**src/include/byte_alu_regs.svh**
```systemverilog
// Constants for the byte ALU datapath: direction selectors, flag positions, widths.
// Assumes inclusion by bare name from the design files.
`ifndef BYTE_ALU_REGS_SVH
`define BYTE_ALU_REGS_SVH
`define ALU_WIDTH 8
`define ALU_FADDR_W 7
`define ALU_NIB_LO_HI 3
`define ALU_NIB_HI_LO 4
`define ALU_ZERO_BYTE 8'h00
`define ALU_DIR_RESET 8'hFF
`define ALU_DIR_SEL_A 7'h05
`define ALU_DIR_SEL_B 7'h06
`define ALU_DIR_SEL_C 7'h07
`define ALU_FLAG_C 0
`define ALU_FLAG_HALF 1
`define ALU_FLAG_Z 2
`define ALU_DEST_ACC 1'b0
`define ALU_DEST_FILE 1'b1
`endif

```
**src/include/byte_alu_pkg.sv**
```systemverilog
// Types shared by the byte ALU datapath.
// Assumes nothing beyond a SystemVerilog compiler.
package byte_alu_pkg;
    typedef enum logic [2:0] {
        OP_NONE = 3'h0,
        OP_SUB_BORROW = 3'h1,
        OP_SWAP = 3'h2,
        OP_XOR_LIT = 3'h3,
        OP_XOR_FILE = 3'h4,
        OP_DIR_LOAD = 3'h5
    } alu_op_type;
endpackage : byte_alu_pkg

```
**src/verilog/byte_subtractor.sv**
```systemverilog
// Subtractor with borrow-in, giving result, carry (no borrow) and digit carry.
// Assumes operands are stable within the cycle; purely combinational.
`timescale 1ns/1ps
`include "byte_alu_regs.svh"
module byte_subtractor #(
    parameter int WIDTH = `ALU_WIDTH
) (
    input wire logic [WIDTH-1:0] minuend, // File operand
    input wire logic [WIDTH-1:0] subtrahend, // Accumulator operand
    input wire logic carry_in, // Carry; low means borrow
    output logic [WIDTH-1:0] diff, // Result
    output logic carry_out, // High when no borrow
    output logic half_carry_out // High when no low-nibble borrow
);
    logic [WIDTH:0] full_sum;
    logic [`ALU_NIB_HI_LO:0] nib_sum;
    // Two's complement: a + ~b + c equals a - b - not c.
    assign full_sum = {1'b0, minuend} + {1'b0, ~subtrahend} + {{WIDTH{1'b0}}, carry_in};
    assign nib_sum = {1'b0, minuend[`ALU_NIB_LO_HI:0]} + {1'b0, ~subtrahend[`ALU_NIB_LO_HI:0]}
        + {{`ALU_NIB_HI_LO{1'b0}}, carry_in};
    assign diff = full_sum[WIDTH-1:0];
    assign carry_out = full_sum[WIDTH];
    assign half_carry_out = nib_sum[`ALU_NIB_HI_LO];
endmodule : byte_subtractor

```
**src/verilog/byte_alu_subtract_swap_xor.sv**
```systemverilog
// Execution datapath for five byte instructions: subtract with borrow,
// nibble swap, xor literal, xor file and direction load.
// Assumes the decoder presents one operation per instruction-clock enable.
// Functional notes
// - Subtract with borrow computes file minus accumulator minus inverted carry.
// - Destination bit 0 writes accumulator; 1 writes the file register.
// - Subtract with borrow updates carry, half carry and zero.
// - Nibble swap exchanges file nibbles; destination selectable; flags unchanged.
// - Xor literal combines accumulator and literal into accumulator; zero only.
// - Direction load copies accumulator into port A, B or C direction register.
// - Xor file combines accumulator and file; destination selectable; zero only.
// - Carry clears when subtrahend plus borrow (inverted carry) exceeds minuend; half carry likewise on nibbles.
`timescale 1ns/1ps
`include "byte_alu_regs.svh"
module byte_alu_subtract_swap_xor
    import byte_alu_pkg::*;
#(
    parameter int WIDTH = `ALU_WIDTH
) (
    input wire logic CLK, // Core clock
    input wire logic RST, // Asynchronous reset, active high
    input wire logic EXEC_EN, // Instruction-clock enable pulse
    input wire alu_op_type OP, // Operation to execute
    input wire logic DEST_SEL, // Destination select bit
    input wire logic [`ALU_FADDR_W-1:0] FILE_ADDR, // File address or direction selector
    input wire logic [WIDTH-1:0] FILE_DATA, // Addressed file register value
    input wire logic [WIDTH-1:0] LITERAL, // Immediate operand
    output logic [WIDTH-1:0] ACC, // Accumulator
    output logic CARRY, // Carry flag
    output logic HALF_CARRY, // Half carry flag
    output logic ZERO, // Zero flag
    output logic FILE_WE, // File write strobe
    output logic [`ALU_FADDR_W-1:0] FILE_WADDR, // File write address
    output logic [WIDTH-1:0] FILE_WDATA, // File write data
    output logic [WIDTH-1:0] PORT_A_DIR, // Port A direction register
    output logic [WIDTH-1:0] PORT_B_DIR, // Port B direction register
    output logic [WIDTH-1:0] PORT_C_DIR // Port C direction register
);
    logic [WIDTH-1:0] acc_q;
    logic carry_q;
    logic half_carry_q;
    logic zero_q;
    logic file_we_q;
    logic [`ALU_FADDR_W-1:0] file_waddr_q;
    logic [WIDTH-1:0] file_wdata_q;
    logic [WIDTH-1:0] port_a_direction_reg_q;
    logic [WIDTH-1:0] port_b_direction_reg_q;
    logic [WIDTH-1:0] port_c_direction_reg_q;

    wire logic [WIDTH-1:0] sub_diff;
    wire logic sub_carry;
    wire logic sub_half;
    byte_subtractor #(.WIDTH(WIDTH)) u_sub (
        .minuend(FILE_DATA),
        .subtrahend(acc_q),
        .carry_in(carry_q),
        .diff(sub_diff),
        .carry_out(sub_carry),
        .half_carry_out(sub_half)
    );

    wire logic subtract_with_borrow_op = EXEC_EN && (OP == OP_SUB_BORROW);
    wire logic nibble_swap_op = EXEC_EN && (OP == OP_SWAP);
    wire logic xor_literal_op = EXEC_EN && (OP == OP_XOR_LIT);
    wire logic xor_file_op = EXEC_EN && (OP == OP_XOR_FILE);
    wire logic direction_load_op = EXEC_EN && (OP == OP_DIR_LOAD);

    wire logic [WIDTH-1:0] swap_res = {FILE_DATA[`ALU_NIB_LO_HI:0],
        FILE_DATA[WIDTH-1:`ALU_NIB_HI_LO]};
    wire logic [WIDTH-1:0] xlit_res = acc_q ^ LITERAL;
    wire logic [WIDTH-1:0] xfile_res = acc_q ^ FILE_DATA;

    wire logic routed_op = subtract_with_borrow_op || nibble_swap_op || xor_file_op;
    wire logic [WIDTH-1:0] routed_res = subtract_with_borrow_op ? sub_diff :
        nibble_swap_op ? swap_res : xfile_res;
    wire logic to_acc = (routed_op && DEST_SEL == `ALU_DEST_ACC) || xor_literal_op;
    wire logic to_file = routed_op && DEST_SEL == `ALU_DEST_FILE;
    wire logic [WIDTH-1:0] acc_d = xor_literal_op ? xlit_res : routed_res;
    wire logic [WIDTH-1:0] zero_src = xor_literal_op ? xlit_res : routed_res;
    wire logic zero_upd = subtract_with_borrow_op || xor_file_op || xor_literal_op;
    wire logic zero_d = (zero_src == `ALU_ZERO_BYTE);

    wire logic dir_a = direction_load_op && FILE_ADDR == `ALU_DIR_SEL_A;
    wire logic dir_b = direction_load_op && FILE_ADDR == `ALU_DIR_SEL_B;
    wire logic dir_c = direction_load_op && FILE_ADDR == `ALU_DIR_SEL_C;

    always_ff @(posedge CLK or posedge RST)
    begin
        if (RST)
        begin
            acc_q <= `ALU_ZERO_BYTE;
            carry_q <= 1'b0;
            half_carry_q <= 1'b0;
            zero_q <= 1'b0;
        end
        else
        begin
            if (to_acc)
            begin
                acc_q <= acc_d;
            end
            if (subtract_with_borrow_op)
            begin
                carry_q <= sub_carry;
                half_carry_q <= sub_half;
            end
            if (zero_upd)
            begin
                zero_q <= zero_d;
            end
        end
    end

    always_ff @(posedge CLK or posedge RST)
    begin
        if (RST)
        begin
            file_we_q <= 1'b0;
            file_waddr_q <= '0;
            file_wdata_q <= `ALU_ZERO_BYTE;
        end
        else
        begin
            file_we_q <= to_file;
            if (to_file)
            begin
                file_waddr_q <= FILE_ADDR;
                file_wdata_q <= routed_res;
            end
        end
    end

    always_ff @(posedge CLK or posedge RST)
    begin
        if (RST)
        begin
            port_a_direction_reg_q <= `ALU_DIR_RESET;
            port_b_direction_reg_q <= `ALU_DIR_RESET;
            port_c_direction_reg_q <= `ALU_DIR_RESET;
        end
        else
        begin
            if (dir_a)
            begin
                port_a_direction_reg_q <= acc_q;
            end
            if (dir_b)
            begin
                port_b_direction_reg_q <= acc_q;
            end
            if (dir_c)
            begin
                port_c_direction_reg_q <= acc_q;
            end
        end
    end

    assign ACC = acc_q;
    assign CARRY = carry_q;
    assign HALF_CARRY = half_carry_q;
    assign ZERO = zero_q;
    assign FILE_WE = file_we_q;
    assign FILE_WADDR = file_waddr_q;
    assign FILE_WDATA = file_wdata_q;
    assign PORT_A_DIR = port_a_direction_reg_q;
    assign PORT_B_DIR = port_b_direction_reg_q;
    assign PORT_C_DIR = port_c_direction_reg_q;

    chk_sub_result: assert property (@(posedge CLK) disable iff (RST)
        subtract_with_borrow_op && !DEST_SEL |=> ACC == $past(FILE_DATA) - $past(acc_q)
        - {7'h00, !$past(carry_q)})
        else $error("Subtract result wrong");
    chk_file_route: assert property (@(posedge CLK) disable iff (RST)
        routed_op && DEST_SEL |=> FILE_WE && ACC == $past(acc_q) && FILE_WDATA == $past(routed_res))
        else $error("File destination routing wrong");
    chk_sub_carry: assert property (@(posedge CLK) disable iff (RST)
        subtract_with_borrow_op |=> CARRY == ({1'b0, $past(FILE_DATA)} >=
        {1'b0, $past(acc_q)} + {8'h00, !$past(carry_q)}))
        else $error("Carry after subtract wrong");
    chk_swap_flags: assert property (@(posedge CLK) disable iff (RST)
        nibble_swap_op |=> $stable(CARRY) && $stable(ZERO) && $stable(HALF_CARRY))
        else $error("Swap changed a flag");
    chk_swap_value: assert property (@(posedge CLK) disable iff (RST)
        nibble_swap_op && !DEST_SEL |=> ACC == {$past(FILE_DATA[3:0]), $past(FILE_DATA[7:4])})
        else $error("Swap result wrong");
    chk_xor_lit: assert property (@(posedge CLK) disable iff (RST)
        xor_literal_op |=> ACC == ($past(acc_q) ^ $past(LITERAL)) && $stable(CARRY) && !FILE_WE)
        else $error("Xor literal wrong");
    chk_dir_load: assert property (@(posedge CLK) disable iff (RST)
        dir_b |=> PORT_B_DIR == $past(acc_q) && $stable(PORT_A_DIR) && $stable(ZERO))
        else $error("Direction load wrong");
    chk_xor_file: assert property (@(posedge CLK) disable iff (RST)
        xor_file_op |=> ZERO == (($past(acc_q) ^ $past(FILE_DATA)) == 8'h00) && $stable(CARRY))
        else $error("Xor file wrong");
    chk_zero_flag: assert property (@(posedge CLK) disable iff (RST)
        zero_upd ##1 1'b1 |-> ZERO == ($past(zero_src) == 8'h00))
        else $error("Zero flag wrong");
    chk_sub_half: assert property (@(posedge CLK) disable iff (RST)
        subtract_with_borrow_op |=> HALF_CARRY ==
        ({1'b0, $past(FILE_DATA[`ALU_NIB_LO_HI:0])} >=
        {1'b0, $past(acc_q[`ALU_NIB_LO_HI:0])} + {4'h0, !$past(carry_q)}))
        else $error("Half carry after subtract wrong");
    chk_sub_zero: assert property (@(posedge CLK) disable iff (RST)
        subtract_with_borrow_op |=> ZERO == (($past(FILE_DATA) - $past(acc_q)
        - {7'h00, !$past(carry_q)}) == `ALU_ZERO_BYTE))
        else $error("Zero after subtract wrong");
    chk_acc_route: assert property (@(posedge CLK) disable iff (RST)
        routed_op && !DEST_SEL |=> ACC == $past(routed_res) && !FILE_WE)
        else $error("Accumulator destination routing wrong");
    chk_swap_file: assert property (@(posedge CLK) disable iff (RST)
        nibble_swap_op && DEST_SEL |=> FILE_WDATA == {$past(FILE_DATA[`ALU_NIB_LO_HI:0]),
        $past(FILE_DATA[WIDTH-1:`ALU_NIB_HI_LO])} && $stable(ACC))
        else $error("Swap to file wrong");
    chk_xor_file_acc: assert property (@(posedge CLK) disable iff (RST)
        xor_file_op && !DEST_SEL |=> ACC == ($past(acc_q) ^ $past(FILE_DATA)) && $stable(HALF_CARRY))
        else $error("Xor file to accumulator wrong");
    chk_dir_a: assert property (@(posedge CLK) disable iff (RST)
        dir_a |=> PORT_A_DIR == $past(acc_q) && $stable(CARRY))
        else $error("Port A direction load wrong");
    chk_dir_c: assert property (@(posedge CLK) disable iff (RST)
        dir_c |=> PORT_C_DIR == $past(acc_q) && $stable(HALF_CARRY))
        else $error("Port C direction load wrong");
    chk_dir_ignored: assert property (@(posedge CLK) disable iff (RST)
        direction_load_op && !dir_a && !dir_b && !dir_c |=>
        $stable(PORT_A_DIR) && $stable(PORT_B_DIR) && $stable(PORT_C_DIR))
        else $error("Direction load with bad selector changed a port");
    // An idle cycle must leave the accumulator, carry and zero flags alone, since the core may stall between ops; the write strobe clears.
    chk_idle_hold: assert property (@(posedge CLK) disable iff (RST)
        !EXEC_EN |=> $stable(ACC) && $stable(CARRY) && $stable(ZERO) && !FILE_WE)
        else $error("Idle cycle changed state");
endmodule : byte_alu_subtract_swap_xor

```
**config.mk**
```make
export PLATFORM = sky130hd
export DESIGN_NAME = byte_alu_subtract_swap_xor
export DESIGN_NICKNAME = d
export VERILOG_FILES = /design/src/include/byte_alu_pkg.sv /design/src/verilog/byte_subtractor.sv /design/src/verilog/byte_alu_subtract_swap_xor.sv
export VERILOG_INCLUDE_DIRS = /design/src /design/src/include
export SDC_FILE = /design/constraint.sdc
export NUM_CORES = 1
export LEC_CHECK = 0
export BUFFER_PORTS_ARGS = -buffer_cell sky130_fd_sc_hd__buf_4
export CORE_MARGIN = 5
export CORE_UTILIZATION = 52
export DETAILED_ROUTE_END_ITERATION = 8
export HOLD_SLACK_MARGIN = 0.05
export PLACE_DENSITY = 0.87
export REMOVE_ABC_BUFFERS = 1
export SYNTH_ARGS = -nofsm -noshare
export SYNTH_HDL_FRONTEND = slang
export SYNTH_SLANG_ARGS = --single-unit
```
**constraint.sdc**
```tcl
create_clock -name CLK -period 3.4 [get_ports CLK]
set_input_delay 0.51 -clock CLK [delete_from_list [all_inputs] [get_ports CLK]]
set_output_delay 0.51 -clock CLK [all_outputs]
set_load 0.005 [all_outputs]
```
==> impl_results.md <==
* Slew Viols, Final at 0
* Clk pwr share at 19.2%
* WP data required at 3.60 ns
* Warning count from the yosys run at 0
* Share of cells above drive strength 1 at 33.9%
* Vias at roughly 2600
* GPL Wtd Cong at 0.930
* Die Span X at 84.7 um
* Yosys cell types at 56
* CP Max Fanout at 6
* Comb pwr share at 41.1%
* Final period utilization at 83.3%
* Total gr overflow at 0
* Fmax at 353 MHz
* Gate Count Post-Synth at 315
* Root buffer cell: clkbuf_8
* Io pins at 81
* Routed WL at 8230 um
* Status: completed
* Critical Path Source Type: flop
* HPWL Detailed at ~6300 um
* Layout Skew at 0.0149 ns
* DRT antenna net count at 0
* Yosys top cell by area: dfrtp_1
* Pre-antenna DRT Iters at 5
* Post-CTS Setup Bufs at 0
* CTS tree: done
* Setup TNS at 0 ns
* Fin nets at about 430
* Clock slew at reported path FFs at 0.10 ns
* Peak supply drop at 0.000297 V
* Synthesized flop and latch total at 51
* Worst Setup End Kind: flop
* Main flop type after synthesis: dfrtp_1
* Post-DR wirelength/cell at 17.7 um
* Sequential area share after synthesis at 45.1%
* Largest cells by area after synthesis: dfrtp_1, dfstp_2, o21ai_0, nand2_1, mux2_2
* Slew Limit Headroom at between 20% and 30%
* Die ar. at ~0.0072 sq mm
* Int Power at 1.31 mW
* Initial antenna violation count at 0
* Maximum clock path buffer count at 2
* Avg Cell Area, Syn at about 9 sq um
* Iteration-0 DRC Markers at 184
* Storage cell area at ~0.0013 sq mm
* Switching power at 0.759 mW
* Initial core utilization at 52.9%
* Ys async rst share at 100%
* Max-Cap Viols at 0
* Sequential Power Share at 39.8%
* WP data arrival at around 3 ns
* Largest net degree at the start of global routing at 52
* Worst setup path class: flop to flop
* CTS Buf Count at 5
* Pwr Density at 568 mW/mm^2
* TritonCTS Sinks at roughly 50
* Lkg Pwr at 1.67 nW
* # resized after CTS at 0
* Setup violations, final at 0
* Hold Fails Final Rpt at 0
* Drt via density at about 5.7
* Worst slew pin tran at 1.09 ns
* Synthesized area at 0.00290 sq mm
* Floorplan Core Area at 0.00547 sq mm
* Hold WC Path Type: input pin to flop
* DRC violations left at 0
* Die Ht at 84.7 um
* Syn-to-layout area delta at 25.6%
* Unrepaired setup endpoints after global routing: false
* Number of global-route vias before repair at 2572
* Row count at 27
* First-pass GRT wire length at around 13000 um
* H-tree levels at 2
* GR Util All Layers at 23.2%
* Yosys top cell area share at between 20% and 30%
* Min cycle time layout at 2.83 ns
* Post-synth EDFFs at 0
* Worst-Skew Late Latency at 0.30 ns
* Cts hold-fix bufs at 0
* Multi-input gate area at 0.00146 sq mm
* Switching share of power at 36.7%
* Fillers at between 400 and 500
* Number of diodes at 0
* Setup WS pre-CTS at 0.424 ns
* Fin worst setup slack at 0.568 ns
* Port buffer count at 80
==> Yosys cell counts (3+ instances only) <==
cell type / count
clkbuf_1: 6
xnor2_1: 4
o22ai_1: 5
ha_1: 8
nand2_1: 61
nor2b_1: 3
mux2_2: 9
o21ai_0: 46
nor2_1: 14
a22oi_1: 3
a22o_1: 4
nand3_1: 6
a31oi_1: 4
inv_1: 16
o21a_1: 3
dfstp_2: 24
nor3_1: 3
a211oi_1: 5
dfrtp_1: 27
xor2_1: 8
a21oi_1: 12
buf_2: 4
==> power by group through the flow <==
stage / clock network [mW] / logic, mW / registers, mW
2_1_floorplan: 0 / 0.481 / 0.815
3_3_place_gp: 0 / 0.835 / 0.822
3_5_place_dp: 0 / 0.840 / 0.829
4_1_cts: 0.400 / 0.845 / 0.819
5_1_grt: 0.424 / 0.939 / 0.836
6_report: 0.396 / 0.849 / 0.822
==> cells by family after synthesis <==
group                    after synthesis  share of synthesized area (%)
AO/OA/AOI/OAI                         96                           20.4
XOR/XNOR                              12                           3.63
adder cells (fa/ha/maj)               11                           5.18
buffers and inverters                 30                           4.58
flip-flops                            51                           45.1
multiplexers                          10                           3.84
AND/OR/NAND/NOR                      105                           17.3
==> registers in the layout, summed over array words and instances (netlist names) <==
| signal | count |
|---|---|
| FILE_WADDR | 7 |
| PORT_C_DIR | 8 |
| CARRY | 1 |
| FILE_WE | 1 |
| HALF_CARRY | 1 |
| PORT_B_DIR | 8 |
| FILE_WDATA | 8 |
| ACC | 8 |
| PORT_A_DIR | 8 |
| ZERO | 1 |
==> metal layers <==
layer / up-vias / wire [um] / GRT usage, %
li1: 1260 / - / -
met4: 0 / 51 / 3.31
met2: 101 / 4010 / 38.3
met5: - / 0 / 0
met1: 1265 / 3590 / 32.5
met3: 6 / 578 / 4.42
==> final cells by class <==
| class | instances | share of cell area (%) |
|---|---|---|
| Clock inverter | 1 | 0.172 |
| Timing Repair Buffer | 82 | 16.9 |
| Sequential cell | 51 | 35.9 |
| Clock buffer | 7 | 2.68 |
| Inverter | 17 | 1.75 |
| Multi-Input combinational cell | 234 | 40.1 |
| Tap cell | 72 | 2.48 |
==> path summary, 6_finish.rpt <==
check,from,to,slack [ns],cells past startpoint
max in group asynchronous,RST,CARRY,2.24,2
min reg2reg,FILE_WADDR[0],FILE_WADDR[0],0.48,2
min in group asynchronous,RST,ACC[3],0.49,2
min,FILE_ADDR[2],FILE_WADDR[2],0.40,3
max,ACC[0],ZERO,0.57,9
max reg2reg,ACC[0],ZERO,0.57,9
==> worst max-delay path, stage by stage, from the launching register on <==
cell and delay (ns):
dfrtp_1 0.49, fa_1 0.46, fa_1 0.42, nand3b_1 0.17, and2_1 0.18, o21ai_0 0.17, a21oi_1 0.12, xnor2_1 0.16
o21a_1 0.20, o41ai_2 0.36
==> per-stage QoR <==
step / hold WS [ns] / std cells / area, sq um / utilization, % / total power, mW
floorplan: 0.470 / 302 / 2830 / - / 1.30
global placement: 0.459 / 456 / 3530 / 64.6 / 1.66
detailed placement: 0.464 / 456 / 3530 / 64.6 / 1.67
CTS: 0.403 / 464 / 3640 / 66.5 / 2.06
global route: 0.418 / 464 / 3640 / 66.5 / 2.20
finish: 0.405 / 464 / 3640 / 66.5 / 2.07
==> layout by cell type, fill, tap and decap left out, drive strengths merged, types with 2 or more instances in the layout <==
cell type,count
nand2,61
buf,82
a211oi,5
nor2,16
xor2,8
o2111ai,2
fa,2
a21oi,12
or3,2
mux2,9
a22oi,3
a31oi,4
nand2b,2
nor2b,3
nand3b,2
nand3,7
ha,8
nor3,4
a221oi,2
inv,17
clkbuf,7
a22o,4
dfrtp,27
o21a,3
dfstp,24
o22ai,5
o21ai,47
xnor2,4
Note: power is estimated with default switching activity, not from simulation.
